==> config.mk <==
export PLATFORM = sky130hd
export DESIGN_NAME = radio_shortcut_irq_enable
export DESIGN_NICKNAME = d
export VERILOG_FILES = /design/src/include/radio_link_pkg.sv /design/src/hdl/radio_shortcut_irq_enable.sv
export SDC_FILE = /design/constraint.sdc
export NUM_CORES = 1
export LEC_CHECK = 0
export BUFFER_PORTS_ARGS = -buffer_cell sky130_fd_sc_hd__buf_2
export CAP_MARGIN = 20
export CORE_MARGIN = 2
export CORE_UTILIZATION = 58
export DETAILED_ROUTE_END_ITERATION = 8
export PLACE_DENSITY = 0.86
export SETUP_SLACK_MARGIN = 0.2
export SLEW_MARGIN = 20
export SYNTH_ARGS = -nofsm -noshare
export SYNTH_HDL_FRONTEND = slang
export SYNTH_SLANG_ARGS = --single-unit
==> constraint.sdc <==
create_clock -name pclk -period 5 [get_ports pclk]
set_clock_uncertainty 0.15 [all_clocks]
set_input_delay 0 -clock pclk [delete_from_list [all_inputs] [get_ports pclk]]
set_output_delay 0 -clock pclk [all_outputs]
set_load 0.05 [all_outputs]
==> src/include/radio_link_pkg.sv <==
// package: register map, field positions and bus carriers for the radio link/irq block
package radio_link_pkg;

    // register byte offsets
    localparam logic [11:0] link_reg_off     = 12'h200;
    localparam logic [11:0] irq_set_reg_off  = 12'h304;
    localparam logic [11:0] irq_clr_reg_off  = 12'h308;
    localparam logic [11:0] evt_flag_reg_off = 12'h310;
    localparam logic [11:0] bc_cmp_reg_off   = 12'h320;

    // reset values
    localparam logic [31:0] link_reset    = 32'h0000_0000;
    localparam logic [31:0] irq_en_reset  = 32'h0000_0000;
    localparam logic [31:0] bc_cmp_reset  = 32'h0000_0000;

    // shortcut bit positions in the link register
    localparam int lk_rx_ramped_check  = 11;
    localparam int lk_clear_txramp     = 12;
    localparam int lk_occupied_disable = 13;
    localparam int lk_frame_bitcount   = 14;
    localparam int lk_ready_escan      = 15;
    localparam int lk_escan_disable    = 16;
    localparam int lk_clear_stop       = 17;
    localparam int lk_tx_ramped_start  = 18;
    localparam int lk_rx_ramped_start  = 19;
    localparam int lk_phy_disable      = 20;
    localparam int lk_phy_start        = 21;
    localparam logic [31:0] link_mask  = 32'h003f_f800;

    // event bit positions, shared by enable and flag registers
    localparam int ev_ready        = 0;
    localparam int ev_rssi_done    = 7;
    localparam int ev_bc_hit       = 8;
    localparam int ev_frame_seen   = 12;
    localparam int ev_escan_done   = 13;
    localparam int ev_medium_clear = 15;
    localparam int ev_medium_busy  = 16;
    localparam int ev_tx_ramped    = 19;
    localparam int ev_rx_ramped    = 20;
    localparam int ev_preamble     = 23;
    localparam int ev_last_bit     = 24;
    localparam logic [31:0] event_mask = 32'h03bf_f5ff;

    // apb request carrier
    typedef struct packed {
        logic        psel;
        logic        penable;
        logic        pwrite;
        logic [11:0] paddr;
        logic [31:0] pwdata;
    } apb_req_t;

    // task trigger carrier
    typedef struct packed {
        logic channel_check_begin;
        logic transmit_ramp_up;
        logic disable_radio;
        logic bit_count_begin;
        logic energy_scan_begin;
        logic stop_radio;
        logic start_radio;
    } task_pulse_t;

endpackage

==> src/hdl/radio_shortcut_irq_enable.sv <==
// radio event-to-task shortcut links, interrupt enable bank and event flags
// Overview of operation
// RQ1: rx_ramped triggers channel_check_begin when its link bit is one.
// RQ2: medium_clear triggers transmit_ramp_up when its link bit is one.
// RQ3: medium_occupied triggers radio disable when its link bit is one.
// RQ4: frame_length_seen triggers bit_count_begin when its link bit is one.
// RQ5: ready event triggers energy_scan_begin when its link bit is one.
// RQ6: energy_scan_done triggers radio disable when its link bit is one.
// RQ7: medium_clear triggers radio stop, independent of its ramp-up link.
// RQ8: tx_ramped triggers radio start when its link bit is one.
// RQ9: rx_ramped triggers radio start, independent of its channel-check link.
// RQ10: last_bit_on_air triggers radio disable when its link bit is one.
// RQ11: last_bit_on_air triggers radio start, separate from its disable link.
// RQ12: writing one at set register enables interrupt; reads show enable state.
// RQ13: each radio event owns its own interrupt enable bit.
// RQ14: writing one at clear register disables interrupt; reads show same state.
// RQ15: preamble_hint may be false; it only sets a flag, nothing more.
// RQ16: signal_strength_done raised only when a fresh sample is latched.
// RQ17: bit_count_hit raised when received bit count reaches compare value.
// RQ18: medium_clear means channel idle; medium_occupied means channel busy.
// RQ19: last_bit_on_air raised when final frame bit sent or received.
// RQ20: writing zero to set or clear bits leaves enables unchanged.
// RQ21: interrupt output high while any flag and its enable are set.
//
// Design decision made here: the APB slave port.
module radio_shortcut_irq_enable #(
    parameter int bit_cnt_width = 16,
    parameter int rssi_width    = 7
) (
    input  wire logic                     pclk,
    input  wire logic                     presetn,
    input  wire logic                     psel,
    input  wire logic                     penable,
    input  wire logic                     pwrite,
    input  wire logic [11:0]              paddr,
    input  wire logic [31:0]              pwdata,
    output logic      [31:0]              prdata,
    output logic                          pready,
    output logic                          pslverr,
    input  wire logic [31:0]              radio_events,
    input  wire logic                     rssi_valid,
    input  wire logic [rssi_width-1:0]    rssi_value,
    input  wire logic [bit_cnt_width-1:0] rx_bit_count,
    input  wire logic                     rx_bit_count_run,
    output radio_link_pkg::task_pulse_t   task_pulses,
    output logic      [rssi_width-1:0]    signal_strength_sample,
    output logic                          irq
);

    // refuse widths the compare register cannot hold
    initial
    begin
        if (bit_cnt_width < 1 || bit_cnt_width > 32 || rssi_width < 1 || rssi_width > 32)
            $error("radio_shortcut_irq_enable: unsupported width parameter");
    end

    logic [31:0]              link_ff;
    logic [31:0]              irq_en_ff;
    logic [31:0]              flag_ff;
    logic [31:0]              bc_cmp_ff;
    logic [rssi_width-1:0]    rssi_ff;
    logic                     bc_armed_ff;
    radio_link_pkg::task_pulse_t task_ff;
    logic [31:0]              prdata_ff;
    logic                     pready_ff;
    logic                     pslverr_ff;
    logic                     irq_ff;

    radio_link_pkg::apb_req_t req;
    radio_link_pkg::task_pulse_t nxt_task;
    logic [31:0]              nxt_link;
    logic [31:0]              nxt_irq_en;
    logic [31:0]              nxt_flag;
    logic [31:0]              nxt_bc_cmp;
    logic [31:0]              nxt_prdata;
    logic [31:0]              ev;
    logic [31:0]              hw_set;
    logic [31:0]              sw_clr;
    logic                     nxt_irq;
    logic                     bc_hit;
    logic                     nxt_bc_armed;

    // bus request bundle
    assign req = '{psel: psel, penable: penable, pwrite: pwrite, paddr: paddr, pwdata: pwdata};

    // address decode; one-wait-state slave, answers in the cycle after the first access cycle
    wire acc      = req.psel && req.penable && !pready_ff;
    wire wr       = acc && req.pwrite;
    wire rd       = acc && !req.pwrite;
    wire hit_link = req.paddr == radio_link_pkg::link_reg_off;
    wire hit_set  = req.paddr == radio_link_pkg::irq_set_reg_off;
    wire hit_clr  = req.paddr == radio_link_pkg::irq_clr_reg_off;
    wire hit_flag = req.paddr == radio_link_pkg::evt_flag_reg_off;
    wire hit_bc   = req.paddr == radio_link_pkg::bc_cmp_reg_off;
    wire hit_any  = hit_link | hit_set | hit_clr | hit_flag | hit_bc;

    // bit counter compare match, once per armed run
    assign bc_hit = rx_bit_count_run && bc_armed_ff
                    && ({{(32 - bit_cnt_width){1'b0}}, rx_bit_count} == bc_cmp_ff); // RQ17
    assign nxt_bc_armed = !rx_bit_count_run ? 1'b1 : (bc_hit ? 1'b0 : bc_armed_ff);

    // incoming events; internally made ones overlay their slots
    always_comb
    begin
        ev = radio_events & radio_link_pkg::event_mask; // RQ18 RQ19
        ev[radio_link_pkg::ev_bc_hit]    = bc_hit; // RQ17
        ev[radio_link_pkg::ev_rssi_done] = rssi_valid; // RQ16
    end

    // flags: hardware set wins over software clear
    assign hw_set   = ev; // RQ15
    assign sw_clr   = (wr && hit_flag) ? req.pwdata : 32'h0000_0000;
    assign nxt_flag = ((flag_ff & ~sw_clr) | hw_set) & radio_link_pkg::event_mask;

    // enable bank, write-one-to-set and write-one-to-clear
    assign nxt_irq_en = ((wr && hit_set) ? (irq_en_ff | (req.pwdata & radio_link_pkg::event_mask)) // RQ12 RQ13 RQ20
                       : (wr && hit_clr) ? (irq_en_ff & ~req.pwdata) // RQ14 RQ20
                       : irq_en_ff);
    assign nxt_link   = (wr && hit_link) ? (req.pwdata & radio_link_pkg::link_mask) : link_ff;
    assign nxt_bc_cmp = (wr && hit_bc) ? req.pwdata : bc_cmp_ff;
    assign nxt_irq    = |(nxt_flag & nxt_irq_en); // RQ21

    // read mux; set and clear share one view of the enables
    assign nxt_prdata = !rd ? prdata_ff
                      : (hit_set || hit_clr) ? irq_en_ff // RQ12 RQ14
                      : hit_link ? link_ff
                      : hit_flag ? flag_ff
                      : hit_bc ? bc_cmp_ff
                      : 32'h0000_0000;

    // shortcut links: each link bit gates one event onto one task
    always_comb
    begin
        nxt_task.channel_check_begin = link_ff[radio_link_pkg::lk_rx_ramped_check]
                                       && ev[radio_link_pkg::ev_rx_ramped]; // RQ1
        nxt_task.transmit_ramp_up    = link_ff[radio_link_pkg::lk_clear_txramp]
                                       && ev[radio_link_pkg::ev_medium_clear]; // RQ2
        nxt_task.disable_radio       = (link_ff[radio_link_pkg::lk_occupied_disable]
                                        && ev[radio_link_pkg::ev_medium_busy]) // RQ3
                                     | (link_ff[radio_link_pkg::lk_escan_disable]
                                        && ev[radio_link_pkg::ev_escan_done]) // RQ6
                                     | (link_ff[radio_link_pkg::lk_phy_disable]
                                        && ev[radio_link_pkg::ev_last_bit]); // RQ10
        nxt_task.bit_count_begin     = link_ff[radio_link_pkg::lk_frame_bitcount]
                                       && ev[radio_link_pkg::ev_frame_seen]; // RQ4
        nxt_task.energy_scan_begin   = link_ff[radio_link_pkg::lk_ready_escan]
                                       && ev[radio_link_pkg::ev_ready]; // RQ5
        nxt_task.stop_radio          = link_ff[radio_link_pkg::lk_clear_stop]
                                       && ev[radio_link_pkg::ev_medium_clear]; // RQ7
        nxt_task.start_radio         = (link_ff[radio_link_pkg::lk_tx_ramped_start]
                                        && ev[radio_link_pkg::ev_tx_ramped]) // RQ8
                                     | (link_ff[radio_link_pkg::lk_rx_ramped_start]
                                        && ev[radio_link_pkg::ev_rx_ramped]) // RQ9
                                     | (link_ff[radio_link_pkg::lk_phy_start]
                                        && ev[radio_link_pkg::ev_last_bit]); // RQ11
    end

    // register state
    always_ff @(posedge pclk or negedge presetn)
    begin
        if (!presetn)
        begin
            link_ff     <= radio_link_pkg::link_reset;
            irq_en_ff   <= radio_link_pkg::irq_en_reset;
            flag_ff     <= 32'h0000_0000;
            bc_cmp_ff   <= radio_link_pkg::bc_cmp_reset;
            bc_armed_ff <= 1'b1;
        end
        else
        begin
            link_ff     <= nxt_link;
            irq_en_ff   <= nxt_irq_en;
            flag_ff     <= nxt_flag;
            bc_cmp_ff   <= nxt_bc_cmp;
            bc_armed_ff <= nxt_bc_armed;
        end
    end

    // fresh signal strength sample latched with its done event
    always_ff @(posedge pclk or negedge presetn)
    begin
        if (!presetn)
            rssi_ff <= '0;
        else if (rssi_valid)
            rssi_ff <= rssi_value; // RQ16
    end

    // registered outputs
    always_ff @(posedge pclk or negedge presetn)
    begin
        if (!presetn)
        begin
            task_ff    <= '0;
            prdata_ff  <= 32'h0000_0000;
            pready_ff  <= 1'b0;
            pslverr_ff <= 1'b0;
            irq_ff     <= 1'b0;
        end
        else
        begin
            task_ff    <= nxt_task;
            prdata_ff  <= nxt_prdata;
            pready_ff  <= acc;
            pslverr_ff <= acc && !hit_any;
            irq_ff     <= nxt_irq;
        end
    end

    assign task_pulses            = task_ff;
    assign prdata                 = prdata_ff;
    assign pready                 = pready_ff;
    assign pslverr                = pslverr_ff;
    assign irq                    = irq_ff;
    assign signal_strength_sample = rssi_ff;

endmodule

==> results of run 1 <==
cell usage in the layout, fill, tap and decap left out, types with 2 or more instances in the layout:
cell and instances:
dfrtp_1 147, buf_2 142, dlygate4sd3_1 117, nand2_1 71
mux2_2 50, a21o_1 37, o21ai_0 32, a21boi_0 22
a22o_1 21, xnor2_1 17, a21oi_1 16, clkbuf_16 16
a222oi_1 14, a221oi_1 10, nand4_1 9, nor4_1 8
a22oi_1 8, clkinv_2 7, buf_4 7, nor2_1 6
and2_1 6, a21boi_1 3, nor3_1 3, inv_1 3
clkbuf_8 3, bufinv_16 3, nand4b_1 2, or4_4 2
nor3b_2 2, or4b_1 2, nor4_4 2, buf_6 2
sequential cells by signal, summed over array words and instances, names as in the netlist:
register	flops
bc_cmp_ff	32
irq_en_ff	32
prdata	32
flag_ff	23
link_ff	11
signal_strength_sample	7
task_pulses	7
bc_armed_ff	1
irq	1
pready	1
pslverr	1
metal layers:
metal	up-vias	wire length [um]	GRT usage
met2	366	10300	0.605
met1	2928	7900	0.462
li1	2504	-	-
met3	65	1660	0.0921
met5	-	0	0
met4	0	737	0.164
synth_stat cells (all sizes together) (7+ instances only):
master,number
a222oi,14
nand2,71
clkbuf,20
nor4,11
a21o,37
a21oi,16
o21ai,32
a22oi,8
xnor2,17
a21boi,25
mux2,50
nor2,7
nand4,9
a22o,21
dfrtp,147
a221oi,10
power groups by stage:
| stage | clock, W | sequential, W | combinational, W |
|---|---|---|---|
| floorplan | 0 | 0.00126 | 0.0000288 |
| global placement | 0 | 0.00123 | 0.000142 |
| CTS | 0.00126 | 0.00121 | 0.000197 |
| global route | 0.00132 | 0.00121 | 0.000219 |
| detailed placement | 0 | 0.00123 | 0.000146 |
| finish | 0.00125 | 0.00121 | 0.000205 |
worst register-to-register path: stages (launching register included):
cell and delay (ps):
dfrtp_1 420, nand4b_1 370, nor4_4 350, buf_4 360, nand2_1 120, a21o_1 190
dlygate4sd3_1 580, a22o_1 260, nor4_1 350, nand4_1 160
repair_timing:
action | 4_1_cts | 5_1_grt
buffers inserted | 0 | 0
hold buffers | 117 | 0
endpoints found under the hold margin | 212 | 0
endpoints found under the setup margin | 0 | 0
layout make-up:
type,count,area share
Clock buffer,20,0.0494
Clock inverter,11,0.0149
Inverter,3,0.00125
Multi-Input combinational cell,356,0.287
Sequential cell,148,0.411
Tap cell,140,0.0194
Timing Repair Buffer,268,0.217
how the worst max path moves through the flow:
| stage | end | slack, ps |
|---|---|---|
| 2_1_floorplan | irq | 2370 |
| 3_3_place_gp | irq | 1720 |
| 3_5_place_dp | irq | 1650 |
| 4_1_cts | irq | 1630 |
| 5_1_grt | irq | 1400 |
| 6_report | irq | 1560 |
cell families after synthesis:
| kind of cell | Yosys count |
|---|---|
| multiplexers | 50 |
| AND/OR/NAND/NOR | 126 |
| buffers and inverters | 29 |
| XOR/XNOR | 17 |
| AO/OA/AOI/OAI | 163 |
| flip-flops | 148 |
metrics by stage:
step / utilization / area [um2] / worst slack, ps
after floorplan: - / 6390 / 2370
after global placement: 0.671 / 7240 / 1720
after detailed placement: 0.671 / 7240 / 1650
after CTS: 0.833 / 8990 / 1630
after global routing: 0.835 / 9010 / 1400
final: 0.835 / 9010 / 1560
==> metrics.md, run 1 <==
| Metric | Value |
|---|---|
| Outcome | `finished, violations left` |
| Violated checks | `design-rule violations, negative hold slack` |
| Buffers on Ports | `143` |
| Clock Latency Late Sink | `530 ps` |
| Unique cell type count in the Yosys netlist | `39` |
| Antenna violations before repair | `0` |
| Row cnt | `38` |
| Clk Tree Root Cell | `clkbuf_8` |
| GR Overflow Total | `0` |
| RR Startpoint | `pready` |
| Placer congestion estimate | `0.849` |
| Mapped Cells | `533` |
| WP data arrival | `3680 ps` |
| Avg Cell Area, Syn | `12.0 um2` |
| VDD IR max | `215 uV` |
| CP Max Fanout | `23` |
| Core ar. | `10800 um2` |
| Simple-Gate Fraction of Synth Area | `0.104` |
| Critical Path Max Stage Delay | `580 ps` |
| Critical path's slowest cell | `dlygate4sd3_1` |
| Final slew viol count | `0` |
| Worst-margin pin slew | `1170 ps` |
| Layout cells sized above 1 | `0.301` |
| CP startpoint | `pready` |
| Max clock buf depth | `2` |
| Reg2Reg Depth | `9` |
| Tot Pwr | `0.00267 W` |
| Sequential cell area | `3700 um2` |
| Post-synthesis adder-cell area fraction | `0` |
| Worst Setup End Kind | `flop` |
| Clock sink total | `148` |
| Mux share of post-synthesis cell area | `0.0881` |
| RSZ-0062 raised after global routing | `no` |
| R2r setup slk | `1560 ps` |
| Antenna viol nets, final | `0` |
| Cell taking the most area after synthesis | `dfrtp_1` |
| Multi-input gate area | `2580 um2` |
| Synth-to-layout area growth | `41.0%` |
| Worst hold path class | `input pin to async pin` |
| Cell-internal power | `0.00207 W` |
| Dpl cells | `797` |
| Post-layout min period | `3440 ps` |
| Inserted Diodes | `0` |
| Final hold vios | `9` |
| Critical path depth | `9` |
| Switching power | `0.000594 W` |
| Synth area leaders | `dfrtp_1 (58%), mux2_2 (8.8%), a21o_1 (4.3%)` |
| GRT Overall Usage | `0.368` |
| Via/cell ratio | `6.20` |
| Final setup fails | `0` |
| Worst Setup Start Kind | `flop` |
| Vias in the first global route | `6154` |
| Buffer and inverter count on the worst path | `2` |
| Sequential share of power | `0.454` |
| Drt pass-1 iters | `9` |
| Drt drc | `1` |
| CP top delay family | `simple AND/OR/NAND/NOR gates` |
| Clk pin slew, worst setup/hold paths | `60 ps` |
| Post-synth EDFFs | `0` |
| Synthesized area | `6390 um2` |
| CTS tree | `done` |
| Peak Freq | `291 MHz` |
| Die span in y | `109 um` |
| CP Class | `flop to flop` |
| Die area | `11900 um2` |
| Switching Share | `0.223` |
| Relative slew margins | `0.216` |
| First-pass GRT wire length | `32400 um` |
| WHS | `-5.55 ps` |
| Synthesis Warnings | `0` |
| R2R Path End | `irq` |
| Detail Placement HPWL | `11400 um` |
| Cts repair resizes | `0` |
| Largest family of logic cells by synthesized area | `compound AO/OA/AOI/OAI gates` |
| Non-Filler Instances | `946` |
| Async S/R FF share, synth | `1.00` |
| Fillers | `570` |
| Power Density | `296 nW/um2` |
| Synth Net Count | `639` |
| Die width | `109 um` |
| WL/cell | `21.8 um` |
| Setup TNS | `0 ps` |
| Static Leak | `4.34 nW` |
| Starting Density | `0.592` |
| IO Count | `155` |
| Xor-xnor portion of the synthesized cell area | `0.0233` |
| CP Cell Sequence | `nand4b_1, nor4_4, buf_4, nand2_1, a21o_1, dlygate4sd3_1, a22o_1, nor4_1, nand4_1` |
| Yosys reg bits | `148` |
| Final Cycle Share | `0.688` |
| Max Cap Viol | `0` |
| Vias | `5863` |
| Sequential fraction of the synthesis area | `0.580` |
| DRT iter0 DRCs | `605` |
| Post-Route WL | `20600 um` |
| Clock power share | `0.470` |
| H-tree Lvls | `4` |
| Combinational power share | `0.077` |
| WP data required | `5240 ps` |
| Final nets | `900` |
| Ys flop type | `dfrtp_1` |
| Top-area cell type share of the netlist area | `0.576` |
| CTS buffer count | `17` |
| Synth Area in Compound Gates | `0.184` |
| Largest net degree at the start of global routing | `98` |
Note: power is estimated with default switching activity, not from simulation.
==> run 2, diff against run 1 <==
CORE_UTILIZATION = 53   (was 58)
PLACE_DENSITY = 0.79   (was 0.86)
clock period = 3.3 ns   (was 5 ns; I/O delays follow)
==> run 2 against run 1 <==
The flow now finishes without violations. Cell area decreased by 1.5%. First-iteration DRC count decreased by 35%. Clock power increased by 55%. Power increased by 53%. Setup slack got worse by 1200 ps. Critical path type unchanged.
==> metrics.md, run 2 (synthesized netlist as in run 1, its figures left out) <==
| Metric | Value |
|---|---|
| Most frequent cells in the layout | `dfrtp_1 (147), buf_2 (142), dlygate4sd3_1 (96)` |
| Layout cells sized above 1 | `0.314 (+0.0125)` |
| Critical path depth | `9 (unchanged)` |
| CP Cell Sequence | `nand4b_1, nor4_4, buf_6, nand2_1, a21o_1, dlygate4sd3_1, a22o_1, nor4_1, nand4_1` |
| H-tree Lvls | `4 (unchanged)` |
| Critical path's slowest cell | `dlygate4sd3_1` |
| Setup TNS | `0 ps (unchanged)` |
| CTS buffer count | `17 (unchanged)` |
| Core Util, Final | `0.745 (-0.0896)` |
| Die width | `114 um (+4.4%)` |
| Place WS | `481 ps (-1170 ps)` |
| Final nets | `886 (-1.6%)` |
| Max Cap Viol | `0 (unchanged)` |
| Buffers on Ports | `143 (unchanged)` |
| Clock sink total | `148 (unchanged)` |
| Die span in y | `114 um (+4.4%)` |
| Sequential cell area | `3700 um2 (unchanged)` |
| Antenna viol nets, final | `0 (unchanged)` |
| WL/cell | `19.7 um (-9.6%)` |
| CP top delay family | `simple AND/OR/NAND/NOR gates` |
| Vias in the first global route | `5716 (-7.1%)` |
| Worst Setup Start Kind | `flop` |
| RSZ-0062 raised after global routing | `no` |
| WHS | `45.9 ps (+51.5 ps)` |
| Most common cell after layout, fill and taps aside | `dfrtp_1` |
| Reg2Reg Depth | `9 (unchanged)` |
| Static Leak | `4.22 nW (-2.7%)` |
| First-pass GRT wire length | `29000 um (-11%)` |
| Detail Placement HPWL | `11500 um (+0.85%)` |
| Final hold vios | `0 (-9)` |
| Antenna violations before repair | `0 (unchanged)` |
| IO Count | `155 (unchanged)` |
| GR Overflow Total | `0 (unchanged)` |
| Buffer and inverter count on the worst path | `2 (unchanged)` |
| Drt pass-1 iters | `5 (-4)` |
| Critical Path Max Stage Delay | `570 ps (about the same)` |
| Clk pin slew, worst setup/hold paths | `60 ps (about the same)` |
| Synth-to-layout area growth | `38.9%` |
| Largest net degree at the start of global routing | `86 (-12%)` |
| Final Cycle Share | `0.904 (+0.216)` |
| Tot Pwr | `0.00408 W (+53%)` |
| Vias | `5513 (-6.0%)` |
| Inserted Diodes | `0 (unchanged)` |
| CTS tree | `done` |
| Via/cell ratio | `5.86 (-5.4%)` |
| Final slew viol count | `0 (unchanged)` |
| Clk Tree Root Cell | `clkbuf_16` |
| CP Max Fanout | `23 (unchanged)` |
| Row cnt | `40 (+5.3%)` |
| DRT iter0 DRCs | `395 (-35%)` |
| Post-Route WL | `18500 um (-10%)` |
| Worst-margin pin slew | `748 ps (-424 ps)` |
| CP Class | `flop to flop` |
| Starting Density | `0.536 (-0.0556)` |
| Fillers | `831 (+46%)` |
| Power Density | `460 nW/um2 (+55%)` |
| Core ar. | `11900 um2 (+10%)` |
| Multi-input gate area | `2580 um2 (-0.19%)` |
| Die area | `12900 um2 (+9.1%)` |
| Final setup fails | `0 (unchanged)` |
| Worst hold path class | `input pin to async pin` |
| Clock Latency Late Sink | `420 ps (-110 ps)` |
| GRT Overall Usage | `0.294 (-0.0741)` |
| WP data required | `3440 ps (-1800 ps)` |
| Post-layout min period | `2980 ps (-455 ps)` |
| VDD IR max | `369 uV (+71%)` |
| Outcome | `complete, no violations` |
| Worst Setup End Kind | `flop` |
| Peak Freq | `335 MHz (+15%)` |
| Max clock buf depth | `2 (unchanged)` |
| Setup ws final | `316 ps (-1250 ps)` |
| Placer congestion estimate | `0.891 (+5.0%)` |
| WP data arrival | `3120 ps (-560 ps)` |
| Relative slew margins | `0.501 (+0.285)` |
| Drt drc | `0 (-1)` |
run 2: changes by cell type in the layout (fill, tap and decap cells not counted), moves of 2 or more:
cell / before / now
dlygate4sd3_1: 117 / 96
buf_4: 7 / 14
clkinv_2: 7 / 2
clkbuf_1: 1 / 3
clkbuf_8: 3 / 5
clkinvlp_4: 0 / 2
run 2: area by class of cell:
class / instances / area share
clock buffers: 25 / 0.0570
clock inverters: 7 / 0.0106
inverters: 3 / 0.00127
multi-input cells: 356 / 0.290
flip-flops and latches: 148 / 0.417
well taps: 147 / 0.0207
repair buffers: 254 / 0.203
run 2: path summary, 6_finish.rpt:
check,start,endpoint,slack (ps)
setup / recovery,pready,irq,320
hold / removal,presetn,irq_en_ff[23],50
setup reg to reg,pready,irq,320
hold reg to reg,prdata[27],prdata[27],320
max in group asynchronous,presetn,bc_armed_ff,2090
min in group pclk,paddr[2],irq_en_ff[23],60
run 2: timing repair:
| action | CTS | global route |
|---|---|---|
| hold buffers | 96 | 0 |
| buffers inserted | 0 | 2 |
| endpoints found under the hold margin | 198 | 0 |
| gates resized for setup | 0 | 1 |
| setup endpoints to repair | 0 | 1 |
run 2: where the power goes:
part	leakage, nW	switching, W	internal [W]
sequential	1.93	0.00000659	0.00183
clock	0.290	0.000727	0.00121
combinational	2.00	0.000166	0.000139
run 2: routing by layer:
| layer | vias to the layer above | wire, um | track usage |
|---|---|---|---|
| li1 | 2484 | - | - |
| met2 | 248 | 9360 | 0.495 |
| met5 | - | 0 | 0 |
| met4 | 0 | 389 | 0.111 |
| met3 | 34 | 1390 | 0.0638 |
| met1 | 2747 | 7360 | 0.377 |
run 2: stage by stage:
stage | instance area, um2 | std cells
6_report | 8870 | 940
5_1_grt | 8870 | 940
4_1_cts | 8850 | 938
3_5_place_dp | 7290 | 810
3_3_place_gp | 7290 | 810
2_1_floorplan | 6390 | 533
